<file path="config.mk">
export PLATFORM = sky130hd
export DESIGN_NAME = erxd_rx_desc
export DESIGN_NICKNAME = d
export VERILOG_FILES = /design/src/common/erxd_pkg.sv /design/src/common/erxd_desc_if.sv /design/src/rtl/erxd_desc_decode.sv /design/src/rtl/erxd_rx_desc.sv
export SDC_FILE = /design/constraint.sdc
export NUM_CORES = 1
export LEC_CHECK = 0
export ABC_AREA = 0
export ABC_CLOCK_PERIOD_IN_PS = 2870
export BUFFER_PORTS_ARGS = -buffer_cell sky130_fd_sc_hd__buf_2
export CORE_ASPECT_RATIO = 0.8
export CORE_UTILIZATION = 55
export DETAILED_ROUTE_END_ITERATION = 7
export PLACE_DENSITY_LB_ADDON = 0.1
export SLEW_MARGIN = 20
export SYNTH_ARGS = -nofsm -noshare
export SYNTH_HDL_FRONTEND = slang
export SYNTH_HIERARCHICAL = 1
export SYNTH_SLANG_ARGS = --single-unit
</file>
<file path="constraint.sdc">
create_clock -name clk -period 2.87 [get_ports clk]
set_input_delay 0.287 -clock clk [delete_from_list [all_inputs] [get_ports clk]]
set_output_delay 0.287 -clock clk [all_outputs]
set_load 0.01 [all_outputs]
</file>
<file path="src/common/erxd_pkg.sv">
// erxd_pkg: shared constants and types of the receive descriptor engine
// Function
// - in MII mode flag dribble error when frame holds an odd nibble count
// - flag CRC error for a failed check, meaningful only on a last descriptor
// - with extended features, bit zero flags extended status; dropped when bit 30 set
// - with full offload, set extended flag even when checksum engine skipped frame
// - otherwise bit zero shows address match by filter entries 1 to 15, cleared for 0
// - control bit 31 on frame-ending descriptor suppresses rx complete status
// - ring end flag makes next fetch come from list base address
// - chained flag makes word three the next pointer; buffer two size ignored
// - ring end takes priority over chaining
// - zero buffer one size skips buffer one, then buffer two or next descriptor
// - word two is buffer one physical start address
// - in chained operation word three is next descriptor address
// - set last descriptor flag on descriptor holding frame end
package erxd_pkg;
  localparam logic [7:0] REG_CTRL = 8'h00;
  localparam logic [7:0] REG_BASE = 8'h04;
  localparam logic [7:0] REG_IRQ_STATUS = 8'h08;
  localparam logic [7:0] REG_IRQ_MASK = 8'h0c;
  localparam logic [7:0] REG_CUR_DESC = 8'h10;
  localparam logic [7:0] REG_FRAME_CNT = 8'h14;
  localparam int CTRL_ENABLE = 0;
  localparam int CTRL_MII_MODE = 1;
  localparam int CTRL_EXT_MODE = 2;
  localparam logic [2:0] CTRL_RESET = 3'h0;
  localparam logic [31:0] BASE_RESET = 32'h0000_0000;
  localparam int IRQ_RX_COMPLETE = 0;
  // descriptor control word fields
  localparam int CW_IRQ_SUPPRESS = 31;
  localparam int CW_RING_END = 15;
  localparam int CW_CHAINED = 14;
  localparam int CW_BUF2_SIZE_LSB = 16;
  localparam int SIZE_W = 13;
  // descriptor status word fields
  localparam int SW_LAST = 8;
  localparam int SW_DRIBBLE = 2;
  localparam int SW_CRC_ERR = 1;
  localparam int SW_EXT_OR_ADDR = 0;
  localparam logic [31:0] DESC_BYTES = 32'h0000_0010;
  localparam logic [31:0] WORD_BYTES = 32'h0000_0004;
  typedef enum logic [5:0] {
    ST_IDLE  = 6'b000001,
    ST_FETCH = 6'b000010,
    ST_BUF1  = 6'b000100,
    ST_BUF2  = 6'b001000,
    ST_WBACK = 6'b010000,
    ST_HOLD  = 6'b100000
  } erxd_state_t;
endpackage

</file>
<file path="src/common/erxd_desc_if.sv">
// erxd_desc_if: descriptor words in, buffer plan out
`timescale 1ns/1ps
interface erxd_desc_if;
  logic [31:0] ctrlWord;
  logic [31:0] buf1Word;
  logic [31:0] nextWord;
  logic [31:0] curAddr;
  logic [31:0] baseAddr;
  logic use1;
  logic use2;
  logic [12:0] buf1Size;
  logic [12:0] buf2Size;
  logic [31:0] buf1Addr;
  logic [31:0] buf2Addr;
  logic [31:0] nextAddr;
  logic suppressIrq;
  modport decoder (input ctrlWord, buf1Word, nextWord, curAddr, baseAddr,
    output use1, use2, buf1Size, buf2Size, buf1Addr, buf2Addr, nextAddr, suppressIrq);
  modport engine (output ctrlWord, buf1Word, nextWord, curAddr, baseAddr,
    input use1, use2, buf1Size, buf2Size, buf1Addr, buf2Addr, nextAddr, suppressIrq);
endinterface

</file>
<file path="src/rtl/erxd_desc_decode.sv">
// erxd_desc_decode: turns a fetched descriptor into a buffer plan
`timescale 1ns/1ps
module erxd_desc_decode (
  input wire logic clk,
  input wire logic reset_n,
  erxd_desc_if.decoder d
);
  logic ringEnd;
  logic chained;
  // reserved control bits
  // only named fields are looked at; reserved bits never steer anything
  assign ringEnd = d.ctrlWord[erxd_pkg::CW_RING_END];
  assign chained = d.ctrlWord[erxd_pkg::CW_CHAINED];
  assign d.buf1Size = d.ctrlWord[erxd_pkg::SIZE_W-1:0];
  assign d.buf2Size = d.ctrlWord[erxd_pkg::CW_BUF2_SIZE_LSB +: erxd_pkg::SIZE_W];
  assign d.buf1Addr = d.buf1Word;
  assign d.buf2Addr = d.nextWord;
  assign d.use1 = (d.buf1Size != 13'h0000);
  assign d.use2 = !chained && (d.buf2Size != 13'h0000);
  assign d.suppressIrq = d.ctrlWord[erxd_pkg::CW_IRQ_SUPPRESS];
  always_comb begin
    if (ringEnd) begin
      d.nextAddr = d.baseAddr;
    end else if (chained) begin
      d.nextAddr = d.nextWord;
    end else begin
      d.nextAddr = d.curAddr + erxd_pkg::DESC_BYTES;
    end
  end
endmodule // erxd_desc_decode

</file>
<file path="src/rtl/erxd_rx_desc.sv">
// erxd_rx_desc: receive descriptor engine with apb registers and memory port
//
// Local design decisions: the APB interface to the registers and the register offsets.
`timescale 1ns/1ps
module erxd_rx_desc (
  input wire logic clk,
  input wire logic reset_n,
  input wire logic psel,
  input wire logic penable,
  input wire logic pwrite,
  input wire logic [7:0] paddr,
  input wire logic [31:0] pwdata,
  output logic [31:0] prdata,
  output logic pready,
  output logic pslverr,
  input wire logic frameValid,
  input wire logic [15:0] frameLen,
  input wire logic frameCrcErr,
  input wire logic frameOddNibble,
  input wire logic [3:0] frameAddrIdx,
  input wire logic frameBit30,
  output logic frameReady,
  output logic memReq,
  output logic memWrite,
  output logic [31:0] memAddr,
  output logic [31:0] memWdata,
  input wire logic memAck,
  input wire logic [31:0] memRdata,
  output logic bufValid,
  output logic [31:0] bufAddr,
  output logic [15:0] bufLen,
  input wire logic bufDone,
  output logic irq
);
  erxd_pkg::erxd_state_t state_q;
  logic [2:0] ctrl_q;
  logic [31:0] base_q;
  logic irqStatus_q;
  logic irqMask_q;
  logic [31:0] cur_q;
  logic [31:0] frameCnt_q;
  logic [1:0] wordIdx_q;
  logic [31:0] ctrlWord_q;
  logic [31:0] buf1Word_q;
  logic [31:0] nextWord_q;
  logic [15:0] rem_q;
  logic crcErr_q;
  logic oddNibble_q;
  logic [3:0] addrIdx_q;
  logic bit30_q;
  logic busy_q;
  logic apbAccess;
  logic apbWrite;
  logic frameTake;
  logic rxDone;
  logic isLast;
  logic [15:0] len1;
  logic [15:0] len2;
  logic [31:0] statusWord;
  erxd_desc_if dif ();

  assign dif.ctrlWord = ctrlWord_q;
  assign dif.buf1Word = buf1Word_q;
  assign dif.nextWord = nextWord_q;
  assign dif.curAddr = cur_q;
  assign dif.baseAddr = base_q;

  erxd_desc_decode u_decode (
    .clk(clk),
    .reset_n(reset_n),
    .d(dif.decoder)
  );

  // apb: one wait state so every answer comes from a flop
  assign apbAccess = psel && penable && !pready;
  // writes commit only at the completing edge, when pready is seen high
  assign apbWrite = psel && penable && pready && pwrite;
  assign frameTake = frameValid && frameReady;
  assign rxDone = (state_q == erxd_pkg::ST_WBACK) && memAck && memWrite;
  assign isLast = (rem_q == 16'h0000);
  assign len1 = (rem_q < {3'h0, dif.buf1Size}) ? rem_q : {3'h0, dif.buf1Size};
  assign len2 = (rem_q < {3'h0, dif.buf2Size}) ? rem_q : {3'h0, dif.buf2Size};

  always_comb begin
    statusWord = 32'h0000_0000;
    statusWord[erxd_pkg::SW_LAST] = isLast;
    statusWord[erxd_pkg::SW_DRIBBLE] = isLast && oddNibble_q && ctrl_q[erxd_pkg::CTRL_MII_MODE];
    statusWord[erxd_pkg::SW_CRC_ERR] = isLast && crcErr_q;
    if (ctrl_q[erxd_pkg::CTRL_EXT_MODE]) begin
      // extended status flag, even for skipped frames
      statusWord[erxd_pkg::SW_EXT_OR_ADDR] = isLast && !bit30_q;
    end else begin
      // address match entries 1 to 15
      statusWord[erxd_pkg::SW_EXT_OR_ADDR] = isLast && (addrIdx_q != 4'h0);
    end
  end

  always_ff @(posedge clk or negedge reset_n) begin
    if (!reset_n) begin
      pready <= 1'b0;
      pslverr <= 1'b0;
      prdata <= 32'h0000_0000;
    end else begin
      pready <= apbAccess;
      pslverr <= 1'b0;
      prdata <= 32'h0000_0000;
      if (apbAccess) begin
        unique case (paddr)
          erxd_pkg::REG_CTRL: prdata <= {29'h0, ctrl_q};
          erxd_pkg::REG_BASE: prdata <= base_q;
          erxd_pkg::REG_IRQ_STATUS: prdata <= {31'h0, irqStatus_q};
          erxd_pkg::REG_IRQ_MASK: prdata <= {31'h0, irqMask_q};
          erxd_pkg::REG_CUR_DESC: prdata <= cur_q;
          erxd_pkg::REG_FRAME_CNT: prdata <= frameCnt_q;
          default: pslverr <= 1'b1;
        endcase
      end
    end
  end

  always_ff @(posedge clk or negedge reset_n) begin
    if (!reset_n) begin
      ctrl_q <= erxd_pkg::CTRL_RESET;
      base_q <= erxd_pkg::BASE_RESET;
      irqMask_q <= 1'b0;
    end else if (apbWrite) begin
      if (paddr == erxd_pkg::REG_CTRL) begin
        ctrl_q <= pwdata[2:0];
      end
      if (paddr == erxd_pkg::REG_BASE) begin
        base_q <= {pwdata[31:2], 2'b00};
      end
      if (paddr == erxd_pkg::REG_IRQ_MASK) begin
        irqMask_q <= pwdata[erxd_pkg::IRQ_RX_COMPLETE];
      end
    end
  end

  // sticky status: a completion in the clearing cycle survives the clear
  always_ff @(posedge clk or negedge reset_n) begin
    if (!reset_n) begin
      irqStatus_q <= 1'b0;
    end else if (rxDone && isLast && !dif.suppressIrq) begin
      irqStatus_q <= 1'b1;
    end else if (apbWrite && paddr == erxd_pkg::REG_IRQ_STATUS
                 && pwdata[erxd_pkg::IRQ_RX_COMPLETE]) begin
      irqStatus_q <= 1'b0;
    end
  end

  always_ff @(posedge clk or negedge reset_n) begin
    if (!reset_n) begin
      irq <= 1'b0;
    end else begin
      irq <= irqStatus_q && irqMask_q;
    end
  end

  always_ff @(posedge clk or negedge reset_n) begin
    if (!reset_n) begin
      frameReady <= 1'b0;
    end else begin
      frameReady <= (state_q == erxd_pkg::ST_IDLE) && ctrl_q[erxd_pkg::CTRL_ENABLE] && !frameTake;
    end
  end

  always_ff @(posedge clk or negedge reset_n) begin
    if (!reset_n) begin
      crcErr_q <= 1'b0;
      oddNibble_q <= 1'b0;
      addrIdx_q <= 4'h0;
      bit30_q <= 1'b0;
    end else if (frameTake) begin
      crcErr_q <= frameCrcErr;
      oddNibble_q <= frameOddNibble;
      addrIdx_q <= frameAddrIdx;
      bit30_q <= frameBit30;
    end
  end

  // the list pointer restarts at base whenever the engine is disabled and in idle
  always_ff @(posedge clk or negedge reset_n) begin
    if (!reset_n) begin
      cur_q <= erxd_pkg::BASE_RESET;
      frameCnt_q <= 32'h0000_0000;
    end else if (!ctrl_q[erxd_pkg::CTRL_ENABLE] && state_q == erxd_pkg::ST_IDLE) begin
      cur_q <= base_q;
    end else if (rxDone) begin
      cur_q <= dif.nextAddr;
      if (isLast) begin
        frameCnt_q <= frameCnt_q + 32'h0000_0001;
      end
    end
  end

  always_ff @(posedge clk or negedge reset_n) begin
    if (!reset_n) begin
      state_q <= erxd_pkg::ST_IDLE;
      wordIdx_q <= 2'h0;
      ctrlWord_q <= 32'h0000_0000;
      buf1Word_q <= 32'h0000_0000;
      nextWord_q <= 32'h0000_0000;
      rem_q <= 16'h0000;
      busy_q <= 1'b0;
      memReq <= 1'b0;
      memWrite <= 1'b0;
      memAddr <= 32'h0000_0000;
      memWdata <= 32'h0000_0000;
      bufValid <= 1'b0;
      bufAddr <= 32'h0000_0000;
      bufLen <= 16'h0000;
    end else begin
      bufValid <= 1'b0;
      unique case (state_q)
        erxd_pkg::ST_IDLE: begin
          if (frameTake) begin
            rem_q <= frameLen;
            wordIdx_q <= 2'h0;
            state_q <= erxd_pkg::ST_FETCH;
          end
        end
        erxd_pkg::ST_FETCH: begin
          if (!memReq) begin
            memReq <= 1'b1;
            memWrite <= 1'b0;
            memAddr <= cur_q + {28'h0, wordIdx_q, 2'b00};
          end else if (memAck) begin
            memReq <= 1'b0;
            unique case (wordIdx_q)
              2'h1: ctrlWord_q <= memRdata;
              2'h2: buf1Word_q <= memRdata;
              2'h3: nextWord_q <= memRdata;
              default: ;
            endcase
            wordIdx_q <= wordIdx_q + 2'h1;
            if (wordIdx_q == 2'h3) begin
              state_q <= erxd_pkg::ST_BUF1;
            end
          end
        end
        erxd_pkg::ST_BUF1: begin
          if (busy_q) begin
            if (bufDone) begin
              busy_q <= 1'b0;
              rem_q <= rem_q - bufLen;
              state_q <= erxd_pkg::ST_BUF2;
            end
          end else if (dif.use1 && !isLast) begin
            bufAddr <= dif.buf1Addr;
            bufLen <= len1;
            bufValid <= 1'b1;
            busy_q <= 1'b1;
          end else begin
            state_q <= erxd_pkg::ST_BUF2;
          end
        end
        erxd_pkg::ST_BUF2: begin
          if (busy_q) begin
            if (bufDone) begin
              busy_q <= 1'b0;
              rem_q <= rem_q - bufLen;
              state_q <= erxd_pkg::ST_HOLD;
            end
          // chained descriptors have no buffer two
          end else if (dif.use2 && !isLast) begin
            bufAddr <= dif.buf2Addr;
            bufLen <= len2;
            bufValid <= 1'b1;
            busy_q <= 1'b1;
          end else begin
            state_q <= erxd_pkg::ST_HOLD;
          end
        end
        erxd_pkg::ST_HOLD: begin
          // reserved status bits written as zero
          memReq <= 1'b1;
          memWrite <= 1'b1;
          memAddr <= cur_q;
          memWdata <= statusWord;
          state_q <= erxd_pkg::ST_WBACK;
        end
        erxd_pkg::ST_WBACK: begin
          if (memAck) begin
            memReq <= 1'b0;
            memWrite <= 1'b0;
            wordIdx_q <= 2'h0;
            state_q <= isLast ? erxd_pkg::ST_IDLE : erxd_pkg::ST_FETCH;
          end
        end
        default: state_q <= erxd_pkg::ST_IDLE;
      endcase
    end
  end
endmodule // erxd_rx_desc

</file>
==> qor.yml <==
floorplan:
  row_count: 59
  start_util_pct: 56.51
  die_area_um2: 34570
  die_w_um: 207.6
  coreArea_um2: 32920
  boundaryPins: 254
  die_h_um: 166.5
timing:
  finClkSkew_ns: 0.01939
  whs_ns: 0.01925
  period_share_pct: 96.17
  tns_ns: 0
  period_needed_ns: 2.760
  relSlewSlack_pct: 51.40
  setup_viol: 0
  fmax_mhz: 362.3
  hold_viol_final: 0
  worstMarginPinSlew_ns: 0.7290
  rsz0062_at_grt: "no"
  drv_slew: 0
grt:
  antenna_found_initial: 0
  grt_pass1_vias: 13890
  grt_usage_pct: 30.27
  grt_max_degree: 84
  grt-ovfl-total: 0
  grt_pass1_wl_um: 81500
clocking:
  cts.sinks: 347
  clk_latency_ns: 0.53
  cts_tree: "done"
  cts_root_buf: "clkbuf_16"
  numCtsBuffers: 37
  clkSlewWorstSetupHoldPaths_ns: 0.06
  clockBufferDepth: 3
  htree_levels: 2
layout:
  fill_cells: 2702
  multi_input_area_um2: 8636
  final-seq-area_um2: 8685
  area_growth_pct: 15.19
  final_util_pct: 65.10
  num_antenna_cells: 0
  layout-drive-gt1-share_pct: 27.00
  layout_common_cells: "dfrtp_1, nand2_1, buf_2"
  layout.nets: 2187
  final_common_cell: "dfrtp_1"
critical_path:
  reg2regPathDepth: 10
  r2r_start: "rem_q[4]"
  slowest_stage: "or4_1"
  crit_end: "frameCnt_q[27]"
  cp_max_fo: 4
  cpMostUsedCell: "buf_4"
  startpoint_type: "register"
  required_ns: 3.32
  cp-startpoint: "rem_q[4]"
  r2r_slack_ns: 0.11
  crit_type: "register to register"
  crit_path_end_kind: "register"
  cp.arrival_ns: 3.21
  cp_cell_sequence: "nor4_4 > buf_4 > nand4_1 > or4_1 > buf_4 > nor3_4 > and3_2 > nand4_2 > nor2_1 > xor2_1"
  cpPeakStageDelay_ns: 0.48
  reg2reg_to: "frameCnt_q[27]"
min_path:
  hold_path.class: "input pin to register"
run:
  maxCapViolations: 0
outcome:
  status: "completed"
route:
  wire_per_inst_um: 20.86
  routed_wl_um: 51860
  via_count: 14470
  firstDrtPassIters: 5
  viasPerCell: 5.819
  drc_errors: 0
  ant_nets: 0
  drtIter0Drc: 1316
place:
  gp_congestion: 0.9313
  place_hpwl_um: 37530
  numPortBuffers: 225
yosys:
  yosysWarnings: 6
  syn-mean-instance-area_um2: 10.13
  synth_area_um2: 18610
  synthCells: 1837
power_and_ir_drop:
  pwr_density_cell_nw_per_um2: 667.0
  peakVddDrop_mv: 0.4204
  total_leakage_power_uw: 0.01059
-- how the worst min path moves through the flow --
stage / start / endpoint / cells after the start
finish: pwdata[17] / base_q[17] / 2
global route: pwdata[17] / base_q[17] / 2
detailed placement: reset_n / bufLen[14] / 1
floorplan: reset_n / addrIdx_q[0] / 0
CTS: pwdata[5] / base_q[5] / 2
global placement: reset_n / bufLen[14] / 1
-- per-layer routing --
| layer | track usage [%] | routed length, um |
|---|---|---|
| met5 | 0 | 0 |
| met1 | 45.28 | 24320 |
| met2 | 45.18 | 22610 |
| met3 | 5.733 | 3724 |
| met4 | 7.890 | 1204 |
-- sequential cells by signal, summed over array words and instances, names as in the netlist, 6 cells and up --
name / cells
bufAddr: 32
ctrlWord_q: 29
base_q: 30
cur_q: 32
memAddr: 32
buf1Word_q: 32
dif.nextWord: 32
rem_q: 16
state_q: 6
frameCnt_q: 32
bufLen: 16
prdata: 32
-- area by class of cell --
cell class,count,area share (%)
inverters,62,1.086
multi-input cells,1252,40.29
clock buffers,54,5.131
flip-flops and latches,347,40.52
clock inverters,8,0.4495
well taps,427,2.493
repair buffers,336,10.03
-- stage by stage --
step	total power, uW	std cells	area, um2	setup slack (ns)
4_1_cts	14270	2483	21360	0.02623
2_1_floorplan	8456	1866	18720	0.3597
3_3_place_gp	9387	2389	19840	-0.003436
3_5_place_dp	9441	2389	19840	-0.04149
6_report	14300	2486	21430	0.1100
5_1_grt	14970	2486	21430	0.006224
-- power breakdown --
part | switching (uW) | leakage, uW | internal, uW
Sequential | 504 | 0.00477 | 5340
Clock | 1950 | 0.000591 | 2830
Combinational | 2070 | 0.00523 | 1610
Total | 4520 | 0.0106 | 9780
-- critical path: cells and delay by family, from the launching register on --
kind | cells | cell delay, ns
AND/OR/NAND/NOR | 7 | 1.79
flip-flops | 1 | 0.40
buffers and inverters | 2 | 0.36
XOR/XNOR | 1 | 0.16
-- timing repair --
item / in CTS / in global routing
hold endpoints to repair: 106 / 0
buffers inserted: 0 / 3
pin swaps: 0 / 5
gates cloned: 0 / 0
setup endpoints to repair: 4 / 17
resized for setup: 1 / 11
hold buffers: 32 / 0
Note: power is estimated with default switching activity, not from simulation.
